<file path="src/design/nbu_pkg.sv">
// Package for the nine-bit serial port: register addresses, field positions, reset values, states.
// Assumes an 8-bit special-function register space reached by address, read and write strobes.
package nbu_pkg;
    localparam logic [7:0] NBU_CTRL_ADDR = 8'h98;
    localparam logic [7:0] NBU_DATA_ADDR = 8'h99;
    localparam logic [7:0] NBU_CTRL_RESET = 8'h40;
    localparam logic [7:0] NBU_DATA_RESET = 8'h00;
    localparam int NBU_MODE_BIT = 7;
    localparam int NBU_FIXED_BIT = 6;
    localparam int NBU_FILT_BIT = 5;
    localparam int NBU_REN_BIT = 4;
    localparam int NBU_TB8_BIT = 3;
    localparam int NBU_RB8_BIT = 2;
    localparam int NBU_TI_BIT = 1;
    localparam int NBU_RI_BIT = 0;
    localparam int NBU_DATA_BITS = 8;
    // Ticks per bit: the baud tick arrives at twice the bit rate
    localparam logic [1:0] NBU_TICKS_PER_BIT = 2'd2;
    localparam logic [0:0] NBU_HALF_BIT = 1'd1;
    typedef enum logic [1:0] {
        NBU_IDLE = 2'b00,
        NBU_START = 2'b01,
        NBU_BITS = 2'b11,
        NBU_STOP = 2'b10
    } nbu_state_t;
endpackage

</file>
<file path="src/design/nbu_uart.sv">
// Nine-bit asynchronous serial port with address filtering and its control register.
// Assumes a baud tick at twice the bit rate and CPU register strobes synchronous to clk.
`timescale 1ns/1ps
module nbu_uart (
    input wire logic clk,
    input wire logic reset,
    input wire logic baud_tick,
    input wire logic [7:0] sfr_addr,
    input wire logic sfr_wr,
    input wire logic sfr_rd,
    input wire logic [7:0] sfr_wdata,
    input wire logic int_enable,
    input wire logic rx_pin,
    output logic [7:0] sfr_rdata,
    output logic tx_pin,
    output logic irq
);
    import nbu_pkg::*;

    logic mode_r, mode_nxt, filt_r, filt_nxt, ren_r, ren_nxt, tb8_r, tb8_nxt;
    logic rb8_r, rb8_nxt, ti_r, ti_nxt, ri_r, ri_nxt;
    logic [7:0] rxbuf_r, rxbuf_nxt, rdata_r, rdata_nxt;
    logic irq_r, irq_nxt;
    // Transmitter state
    nbu_state_t tst_r, tst_nxt;
    logic [8:0] tsh_r, tsh_nxt;
    logic [3:0] tcnt_r, tcnt_nxt;
    logic [1:0] tph_r, tph_nxt;
    logic tx_r, tx_nxt, ti_set;
    // Receiver state
    nbu_state_t rst_r, rst_nxt;
    logic [8:0] rsh_r, rsh_nxt;
    logic [3:0] rcnt_r, rcnt_nxt;
    logic [1:0] rph_r, rph_nxt;
    logic rx_d_r, rx_d_nxt, rx_accept;
    logic [3:0] nbits;

    wire logic wr_ctrl = sfr_wr && sfr_addr == NBU_CTRL_ADDR;
    wire logic wr_data = sfr_wr && sfr_addr == NBU_DATA_ADDR;
    wire logic [7:0] ctrl_view = {mode_r, 1'b1, filt_r, ren_r, tb8_r, rb8_r, ti_r, ri_r};

    // Data bits per frame plus the optional ninth
    assign nbits = mode_r ? 4'd9 : 4'd8;

    // Transmit path
    always_comb begin
        tst_nxt = tst_r;
        tsh_nxt = tsh_r;
        tcnt_nxt = tcnt_r;
        tph_nxt = tph_r;
        tx_nxt = tx_r;
        ti_set = 1'b0;
        // A write mid-frame restarts the frame; software is expected to wait for the flag
        if (wr_data) begin
            tsh_nxt = {tb8_r, sfr_wdata};
            tst_nxt = NBU_START;
            tph_nxt = 2'd0;
            tcnt_nxt = 4'd0;
            tx_nxt = 1'b0;
        end else if (baud_tick && tst_r != NBU_IDLE) begin
            tph_nxt = tph_r + 2'd1;
            if (tph_r + 2'd1 == NBU_TICKS_PER_BIT) begin
                tph_nxt = 2'd0;
                case (tst_r)
                    NBU_START: begin
                        tst_nxt = NBU_BITS;
                        tx_nxt = tsh_r[0];
                        tsh_nxt = {1'b1, tsh_r[8:1]};
                        tcnt_nxt = 4'd1;
                    end
                    NBU_BITS: begin
                        if (tcnt_r == nbits) begin
                            tst_nxt = NBU_STOP;
                            tx_nxt = 1'b1;
                            ti_set = 1'b1;
                        end else begin
                            tx_nxt = tsh_r[0];
                            tsh_nxt = {1'b1, tsh_r[8:1]};
                            tcnt_nxt = tcnt_r + 4'd1;
                        end
                    end
                    NBU_STOP: begin
                        tst_nxt = NBU_IDLE;
                    end
                    default: begin
                        tst_nxt = NBU_IDLE;
                    end
                endcase
            end
        end
    end

    always_ff @(posedge clk) begin
        if (reset) begin
            tst_r <= NBU_IDLE;
            tsh_r <= 9'h1ff;
            tcnt_r <= 4'h0;
            tph_r <= 2'h0;
            tx_r <= 1'b1;
        end else begin
            tst_r <= tst_nxt;
            tsh_r <= tsh_nxt;
            tcnt_r <= tcnt_nxt;
            tph_r <= tph_nxt;
            tx_r <= tx_nxt;
        end
    end

    // Receive path; sampling in the first half of each bit on the half-bit tick
    always_comb begin
        rst_nxt = rst_r;
        rsh_nxt = rsh_r;
        rcnt_nxt = rcnt_r;
        rph_nxt = rph_r;
        rx_d_nxt = rx_pin;
        rx_accept = 1'b0;
        case (rst_r)
            NBU_IDLE: begin
                // Falling edge starts the bit timer fresh, independent of transmit
                if (ren_r && rx_d_r && !rx_pin) begin
                    rst_nxt = NBU_START;
                    // First tick checks start; later samples land early in a bit, not on its last cycle
                    rph_nxt = {1'b0, NBU_HALF_BIT};
                end
            end
            NBU_START: begin
                if (baud_tick) begin
                    if (rph_r[0] == NBU_HALF_BIT) begin
                        rph_nxt = 2'd0;
                        // Line back high at the first tick after the edge is dropped as a glitch
                        rst_nxt = rx_pin ? NBU_IDLE : NBU_BITS;
                        rcnt_nxt = 4'd0;
                    end else begin
                        rph_nxt = rph_r + 2'd1;
                    end
                end
            end
            NBU_BITS: begin
                if (baud_tick) begin
                    rph_nxt = rph_r + 2'd1;
                    if (rph_r + 2'd1 == NBU_TICKS_PER_BIT) begin
                        rph_nxt = 2'd0;
                        rsh_nxt = mode_r ? {rx_pin, rsh_r[8:1]} : {1'b0, rx_pin, rsh_r[7:1]};
                        rcnt_nxt = rcnt_r + 4'd1;
                        if (rcnt_r + 4'd1 == nbits) begin
                            rst_nxt = NBU_STOP;
                        end
                    end
                end
            end
            NBU_STOP: begin
                if (baud_tick) begin
                    rph_nxt = rph_r + 2'd1;
                    if (rph_r + 2'd1 == NBU_TICKS_PER_BIT) begin
                        rph_nxt = 2'd0;
                        rst_nxt = NBU_IDLE;
                        if (mode_r) begin
                            rx_accept = !ri_r && (!filt_r || rsh_r[8]);
                        end else begin
                            rx_accept = !ri_r && (!filt_r || rx_pin);
                        end
                    end
                end
            end
            default: begin
                rst_nxt = NBU_IDLE;
            end
        endcase
    end

    always_ff @(posedge clk) begin
        if (reset) begin
            rst_r <= NBU_IDLE;
            rsh_r <= 9'h000;
            rcnt_r <= 4'h0;
            rph_r <= 2'h0;
            rx_d_r <= 1'b1;
        end else begin
            rst_r <= rst_nxt;
            rsh_r <= rsh_nxt;
            rcnt_r <= rcnt_nxt;
            rph_r <= rph_nxt;
            rx_d_r <= rx_d_nxt;
        end
    end

    // Register file
    always_comb begin
        mode_nxt = mode_r;
        filt_nxt = filt_r;
        ren_nxt = ren_r;
        tb8_nxt = tb8_r;
        rb8_nxt = rb8_r;
        ti_nxt = ti_r;
        ri_nxt = ri_r;
        rxbuf_nxt = rxbuf_r;
        rdata_nxt = rdata_r;
        if (wr_ctrl) begin
            mode_nxt = sfr_wdata[NBU_MODE_BIT];
            filt_nxt = sfr_wdata[NBU_FILT_BIT];
            ren_nxt = sfr_wdata[NBU_REN_BIT];
            tb8_nxt = sfr_wdata[NBU_TB8_BIT];
            rb8_nxt = sfr_wdata[NBU_RB8_BIT];
            ti_nxt = sfr_wdata[NBU_TI_BIT];
            ri_nxt = sfr_wdata[NBU_RI_BIT];
        end
        // Hardware set wins over a same-cycle software clear
        if (ti_set) begin
            ti_nxt = 1'b1;
        end
        if (rx_accept) begin
            rxbuf_nxt = rsh_r[7:0];
            rb8_nxt = mode_r ? rsh_r[8] : rx_pin;
            ri_nxt = 1'b1;
        end
        if (sfr_rd) begin
            rdata_nxt = sfr_addr == NBU_CTRL_ADDR ? ctrl_view : sfr_addr == NBU_DATA_ADDR ? rxbuf_r : 8'h00;
        end
        irq_nxt = int_enable && (ti_nxt || ri_nxt);
    end

    always_ff @(posedge clk) begin
        if (reset) begin
            mode_r <= NBU_CTRL_RESET[NBU_MODE_BIT];
            filt_r <= NBU_CTRL_RESET[NBU_FILT_BIT];
            ren_r <= NBU_CTRL_RESET[NBU_REN_BIT];
            tb8_r <= NBU_CTRL_RESET[NBU_TB8_BIT];
            rb8_r <= NBU_CTRL_RESET[NBU_RB8_BIT];
            ti_r <= NBU_CTRL_RESET[NBU_TI_BIT];
            ri_r <= NBU_CTRL_RESET[NBU_RI_BIT];
            rxbuf_r <= NBU_DATA_RESET;
            rdata_r <= 8'h00;
            irq_r <= 1'b0;
        end else begin
            mode_r <= mode_nxt;
            filt_r <= filt_nxt;
            ren_r <= ren_nxt;
            tb8_r <= tb8_nxt;
            rb8_r <= rb8_nxt;
            ti_r <= ti_nxt;
            ri_r <= ri_nxt;
            rxbuf_r <= rxbuf_nxt;
            rdata_r <= rdata_nxt;
            irq_r <= irq_nxt;
        end
    end

    assign sfr_rdata = rdata_r;
    assign tx_pin = tx_r;
    assign irq = irq_r;
endmodule

</file>
<file path="config.mk">
export PLATFORM = sky130hd
export DESIGN_NAME = nbu_uart
export DESIGN_NICKNAME = d
export VERILOG_FILES = /design/src/design/nbu_pkg.sv /design/src/design/nbu_uart.sv
export SDC_FILE = /design/constraint.sdc
export NUM_CORES = 1
export LEC_CHECK = 0
export CAP_MARGIN = 0
export CORE_ASPECT_RATIO = 1.5
export CORE_MARGIN = 2
export CORE_UTILIZATION = 66
export DETAILED_ROUTE_END_ITERATION = 8
export DONT_BUFFER_PORTS = 1
export HOLD_SLACK_MARGIN = 0.06
export MAX_ROUTING_LAYER = met4
export PLACE_DENSITY = 0.87
export SLEW_MARGIN = 5
export SYNTH_ARGS = -nofsm -noshare
export SYNTH_HDL_FRONTEND = slang
export SYNTH_SLANG_ARGS = --single-unit
</file>
<file path="constraint.sdc">
create_clock -name clk -period 3.4 [get_ports clk]
set_input_delay 0.17 -clock clk [delete_from_list [all_inputs] [get_ports clk]]
set_output_delay 0.17 -clock clk [all_outputs]
set_load 0.03 [all_outputs]
</file>
==> results.ini, run 1 <==
[floorplanning]
initial_core_util_pct=68.7
dieArea_um2=4660
io_pins=33
rows=28
die-width_um=56.4
core_area_um2=3960
die_y_um=82.6

[clocking]
cts.repair.resized=0
cts_buffers=9
path_clk_slew_ns=0.06
cts_max_path_buffers=2
ctsHtreeMaxLevel=3
cts-root-buf=clkbuf_8
clk_latency_ns=0.34
cts_tree=done
cts.sinks=60

[detailed_routing]
drcViolationCount=0
vias=2068
wl_per_cell_um=15.9
drt_iter0_markers=78
drtAntennaViolNets=0
wl_um=5580
vias_per_cell=5.91
dr.pass1.iters=4

[timing]
tns_ns=0
fmax_mhz=513
rsz0062_at_grt=no
drv_slew=0
whs_ns=0.108
tightest_slew_ns=0.652
timing.final.crit_share_pct=57.3
finalHoldViolCount=0
fin_crit_ns=1.95
setup_violations=0
slew_headroom_pct=56.4
skew_ns=0.00950

[pwr]
power-per-cell-area_nw_per_um2=454
p_switching_w=0.000288
p_comb_share_pct=2.8
internal-power_w=0.00110
p_leak_nw=1.17
power_frac_clock_pct=46.4
vdd_ir_drop_max_uv=358
p_seq_share_pct=50.9
p_sw_share_pct=20.8

[place]
gp_congestion=0.840
dpl.hpwl_um=3620
dpl.cell_count=320
io_buffers=0

[worst_setup_path]
r2r_cells=5
cp-end-kind=flop
critPathSlowestCell=nand3_1
cp_slowest_stage_delay_ns=0.60
worstSetupPathType=primary input to flop
cp_max_fo=12
crit_buf_inv=0
crit_required_ns=3.61
cp-start-kind=primary input
cp.arrival_ns=2.16
crit_family=simple AND/OR/NAND/NOR gates
reg2reg_slack_ns=1.47
critical_path.cell_chain=nor3b_1 -> nor2b_1 -> nand3_1 -> nand2b_1 -> nor2_1
crit_cells=5

[logic_synthesis]
yosysSeqAreaShare_pct=44.2
syn_inst=291
async_flop_share_pct=0
synth_top_area_cell=dfxtp_1
yosys_warnings=0
synth_fp_nets=316
synth-edff-count=0
synth_area_leaders=dfxtp_1 (44%), mux2i_1 (8.5%), nand2b_1 (5.3%)
synth_area_um2=2720
synth_cell_types=46
synth_ff_type=dfxtp_1
synth_top_area_share_pct=44.2
ys_ff_latch=60
avgSynthCellArea_um2=9.34

[final_layout]
final_nets=325
final_cell_mix=dfxtp_1 (60), nor2_1 (32), a21oi_1 (28), nand2b_1 (23), mux2i_1 (23)
diodes=0
area_growth_syn_to_layout_pct=12.1
fin_cells=350
final_common_cell=dfxtp_1
layout-drive-gt1-share_pct=14.1

[global_routing]
antenna_found_initial=0
overflow=0
grt.total_usage_pct=27.4
first_global_vias=2074
grt_max_degree=54
grt_pass1_wl_um=9430

[status]
status=completed

[job]
drv_cap=0

[worst_hold_path]
whs_path_depth=2
hp-class=primary input to flop

## state kept, by name (all words and copies together) (netlist names), 2 cells and up
register	cells
rph_r	2
tsh_r	9
rsh_r	9
sfr_rdata	8
rcnt_r	4
tcnt_r	4
rst_r	2
tph_r	2
rxbuf_r	8
tst_r	2
## power by group through the flow
stage	clock, W	sequential, W	combinational (W)
4_1_cts	0.000656	0.000704	0.0000381
3_5_place_dp	0	0.000720	0.0000125
2_1_floorplan	0	0.000720	0.0000218
6_report	0.000642	0.000704	0.0000383
5_1_grt	0.000683	0.000704	0.0000410
3_3_place_gp	0	0.000720	0.0000122
## final cells by class
class	instances	area, um2
Multi-Input combinational cell	210	1420
Sequential cell	60	1200
Fill cell	275	912
Timing Repair Buffer	15	158
Clock buffer	11	151
Tap cell	45	56.3
Clock inverter	5	50.0
Inverter	4	15.0
## final timing paths
kind | from | endpoint
setup reg to reg | mode_r | tsh_r[6]
hold / removal | baud_tick | tst_r[1]
setup / recovery | sfr_addr[5] | tph_r[0]
hold reg to reg | rsh_r[8] | rsh_r[8]
## Yosys cell counts, types with 2 or more instances
| master | number |
|---|---|
| nand3_1 | 15 |
| xor2_1 | 2 |
| nor2b_1 | 3 |
| nand4bb_1 | 2 |
| buf_6 | 2 |
| dfxtp_1 | 60 |
| nor2_1 | 32 |
| nand2b_1 | 23 |
| mux2_2 | 12 |
| a21oi_1 | 28 |
| nand4_1 | 2 |
| nor3_1 | 3 |
| o21ai_0 | 11 |
| xnor2_1 | 3 |
| clkbuf_1 | 10 |
| mux2i_1 | 23 |
| ha_1 | 2 |
| mux2_4 | 4 |
| nand2_1 | 20 |
| a21o_1 | 2 |
| buf_2 | 4 |
| inv_1 | 4 |
## through the flow
stage | setup WS (ns) | area (um2) | util (%) | power (W)
detailed placement | 1.14 | 2700 | 68.1 | 0.000733
finish | 1.45 | 3050 | 77.0 | 0.00138
CTS | 1.46 | 3050 | 77.0 | 0.00140
global placement | 1.21 | 2700 | 68.1 | 0.000732
floorplan | 1.79 | 2720 | - | 0.000742
global route | 1.18 | 3050 | 77.0 | 0.00143
## per-layer routing
layer	part of all wire (%)	wire, um	GRT usage, %	vias up
li1	-	-	-	1024
met1	41	2260	29.7	970
met2	52	2880	47.1	59
met3	5.0	281	7.01	15
met4	2.7	153	13.1	0
met5	0	0	-	-
## worst register-to-register path, delay by kind of cell (launching register included)
| family | cells | cell delay, ns |
|---|---|---|
| multiplexers | 2 | 0.57 |
| AO/OA/AOI/OAI | 1 | 0.54 |
| flip-flops | 1 | 0.49 |
| XOR/XNOR | 1 | 0.14 |
| AND/OR/NAND/NOR | 1 | 0.08 |
## what timing repair did
item,in CTS,in global routing
hold buffers,14,0
setup buffers,0,0
endpoints found under the hold margin,53,0
## cells by family (layout without fill, tap and decap cells)
family / count (synthesis) / count (layout) / synth area share (%)
AOI/OAI and AO/OA: 52 / 52 / 12.0
buffers and inverters: 21 / 35 / 3.77
and+or+nand+nor: 111 / 111 / 21.3
muxes: 39 / 39 / 15.6
DFF: 60 / 60 / 44.2
xor gates and xnor gates: 6 / 6 / 2.21
adders and majority gates: 2 / 2 / 0.920
Note: power is estimated with default switching activity, not from simulation.
==> inputs of run 2 (changes only) <==
--- a/config.mk
+++ b/config.mk
@@ -5,15 +5,16 @@
 export SDC_FILE = /design/constraint.sdc
 export NUM_CORES = 1
 export LEC_CHECK = 0
+export ABC_AREA = 1
 export CAP_MARGIN = 0
 export CORE_ASPECT_RATIO = 1.5
 export CORE_MARGIN = 2
-export CORE_UTILIZATION = 66
+export CORE_UTILIZATION = 62
 export DETAILED_ROUTE_END_ITERATION = 8
 export DONT_BUFFER_PORTS = 1
 export HOLD_SLACK_MARGIN = 0.06
 export MAX_ROUTING_LAYER = met4
-export PLACE_DENSITY = 0.87
+export PLACE_DENSITY = 0.83
 export SLEW_MARGIN = 5
 export SYNTH_ARGS = -nofsm -noshare
 export SYNTH_HDL_FRONTEND = slang
==> constraint.sdc (replaced) <==
create_clock -name clk -period 1.8 [get_ports clk]
set_input_delay 0.09 -clock clk [delete_from_list [all_inputs] [get_ports clk]]
set_output_delay 0.09 -clock clk [all_outputs]
set_load 0.03 [all_outputs]
==> results.ini, run 2 <==
[timing]
fmax_mhz=642
timing.final.crit_share_pct=86.6
whs_ns=0.0427
rsz0062_at_grt=no
setup_violations=0
finalHoldViolCount=0
drv_slew=0
tightest_slew_ns=0.516
skew_ns=0.00871
fin_crit_ns=1.56
slew_headroom_pct=65.5
tns_ns=0

[clocking]
cts-root-buf=clkbuf_8
cts_buffers=9
cts_max_path_buffers=2
cts_tree=done
path_clk_slew_ns=0.07
cts.sinks=60
ctsHtreeMaxLevel=3
clk_latency_ns=0.34

[detailed_routing]
vias_per_cell=5.57
wl_per_cell_um=14.0
drcViolationCount=0
vias=2523
dr.pass1.iters=4
wl_um=6360
drt_iter0_markers=134
drtAntennaViolNets=0

[worst_setup_path]
cp_max_fo=16
cp-start-kind=primary input
cp-end-kind=flop
crit_required_ns=2.09
worstSetupPathType=primary input to flop
cp.arrival_ns=1.84

[logic_synthesis]
yosys_warnings=0
async_flop_share_pct=0
synth_area_um2=2690
yosysSeqAreaShare_pct=44.7
synth_area_leaders=dfxtp_1 (45%), nand2_1 (15%), nor2_1 (6.6%)
synth_cell_types=28
avgSynthCellArea_um2=6.98
synth_top_area_share_pct=44.7
synth_ff_type=dfxtp_1
syn_inst=385
post_synth_most_frequent_cells=nand2_1 (105), dfxtp_1 (60), nor2_1 (47), inv_1 (38), nand3_1 (34)
synth_top_area_cell=dfxtp_1
synth-edff-count=0
ys_ff_latch=60
synth_fp_nets=410
yosysMostFrequentCell=nand2_1

[final_layout]
fin_util_pct=72.9
final_nets=429
final_cell_mix=nand2_1 (104), dfxtp_1 (60), nor2_1 (47), inv_1 (38), nand3_1 (34)
area_growth_syn_to_layout_pct=14.3
reg_top3=rsh_r x9, tsh_r x9
diodes=0
final_common_cell=nand2_1
layout-drive-gt1-share_pct=7.37

[global_routing]
overflow=0
first_global_vias=2565
grt.total_usage_pct=29.8
grt_pass1_wl_um=11100
grt_max_degree=36
antenna_found_initial=0

[place]
dpl.hpwl_um=4140
gp_congestion=0.879
io_buffers=0

[floorplanning]
die-width_um=57.7
rows=29
core_area_um2=4210
io_pins=33
die_y_um=84.6
initial_core_util_pct=63.8
dieArea_um2=4890

[pwr]
vdd_ir_drop_max_uv=1010
p_leak_nw=1.36
power-per-cell-area_nw_per_um2=923
power_w=0.00284

[worst_hold_path]
hp-class=primary input to flop

[job]
drv_cap=0

[status]
status=completed

run 2: changes by cell type in the layout (fill, tap and decap cells not counted), sizes merged, moves of 6 or more:
cell and change:
o211ai +6, nand2b -23, inv +36, mux2 -16, nor2 +20, o21ai +21, nand3 +21, a21oi -6
mux2i -23, nand2 +85
run 2: area by class of cell:
class                      count  area (um2)
inverter                      42         161
tap                           46        57.6
timing repair buffer          18         175
clock buffer                  12         155
multi-input combinational    273        1280
fill                         349        1140
sequential                    60        1200
clock inverter                 2        35.0
run 2: cell families after synthesis:
logic type | Yosys count | synth area share (%)
xor gates and xnor gates | 3 | 0.978
and+or+nand+nor | 203 | 32.5
DFF | 60 | 44.7
buffers and inverters | 52 | 7.55
AOI/OAI and AO/OA | 65 | 13.3
adders and majority gates | 2 | 0.931
run 2: metrics by stage:
step | instances | instance area, um2 | setup WS, ns
3_3_place_gp | 423 | 2710 | 0.264
3_5_place_dp | 423 | 2710 | 0.155
2_1_floorplan | 385 | 2690 | 0.570
6_report | 453 | 3070 | 0.241
4_1_cts | 453 | 3060 | 0.124
5_1_grt | 453 | 3070 | 0.112
run 2: layer usage:
layer	track usage [%]	part of all wire, %	vias up
met5	-	0	-
met4	16.9	3.4	0
met3	7.55	5.3	23
met2	49.9	52	76
met1	30.9	39	1146
li1	-	-	1278
run 2: path summary, 6_finish.rpt:
| path | start | to | slack, ns | cells past startpoint |
|---|---|---|---|---|
| worst max register to register | tst_r[0] | tcnt_r[0] | 0.27 | 6 |
| worst max-delay path | sfr_rd | sfr_rdata[6] | 0.24 | 4 |
| worst min-delay path | rx_pin | rb8_r | 0.04 | 4 |
| worst min register to register | tph_r[1] | tph_r[1] | 0.45 | 2 |
run 2: repair_timing:
item / in CTS / in global routing
endpoints found under the hold margin: 32 / 0
setup buffers: 0 / 0
endpoints found under the setup margin: 0 / 9
resized for setup: 0 / 3
hold buffers: 16 / 0
run 2: power breakdown:
group,switching [W],leakage (nW),internal (W)
Clock,0.000500,0.0983,0.000697
Combinational,0.000145,0.779,0.0000834
Sequential,0.0000464,0.486,0.00136
run 2: critical path, stage by stage:
cell and delay [ns]:
dlygate4sd3_1 0.86, o21ai_0 0.17, a31oi_1 0.16, dlygate4sd3_1 0.56
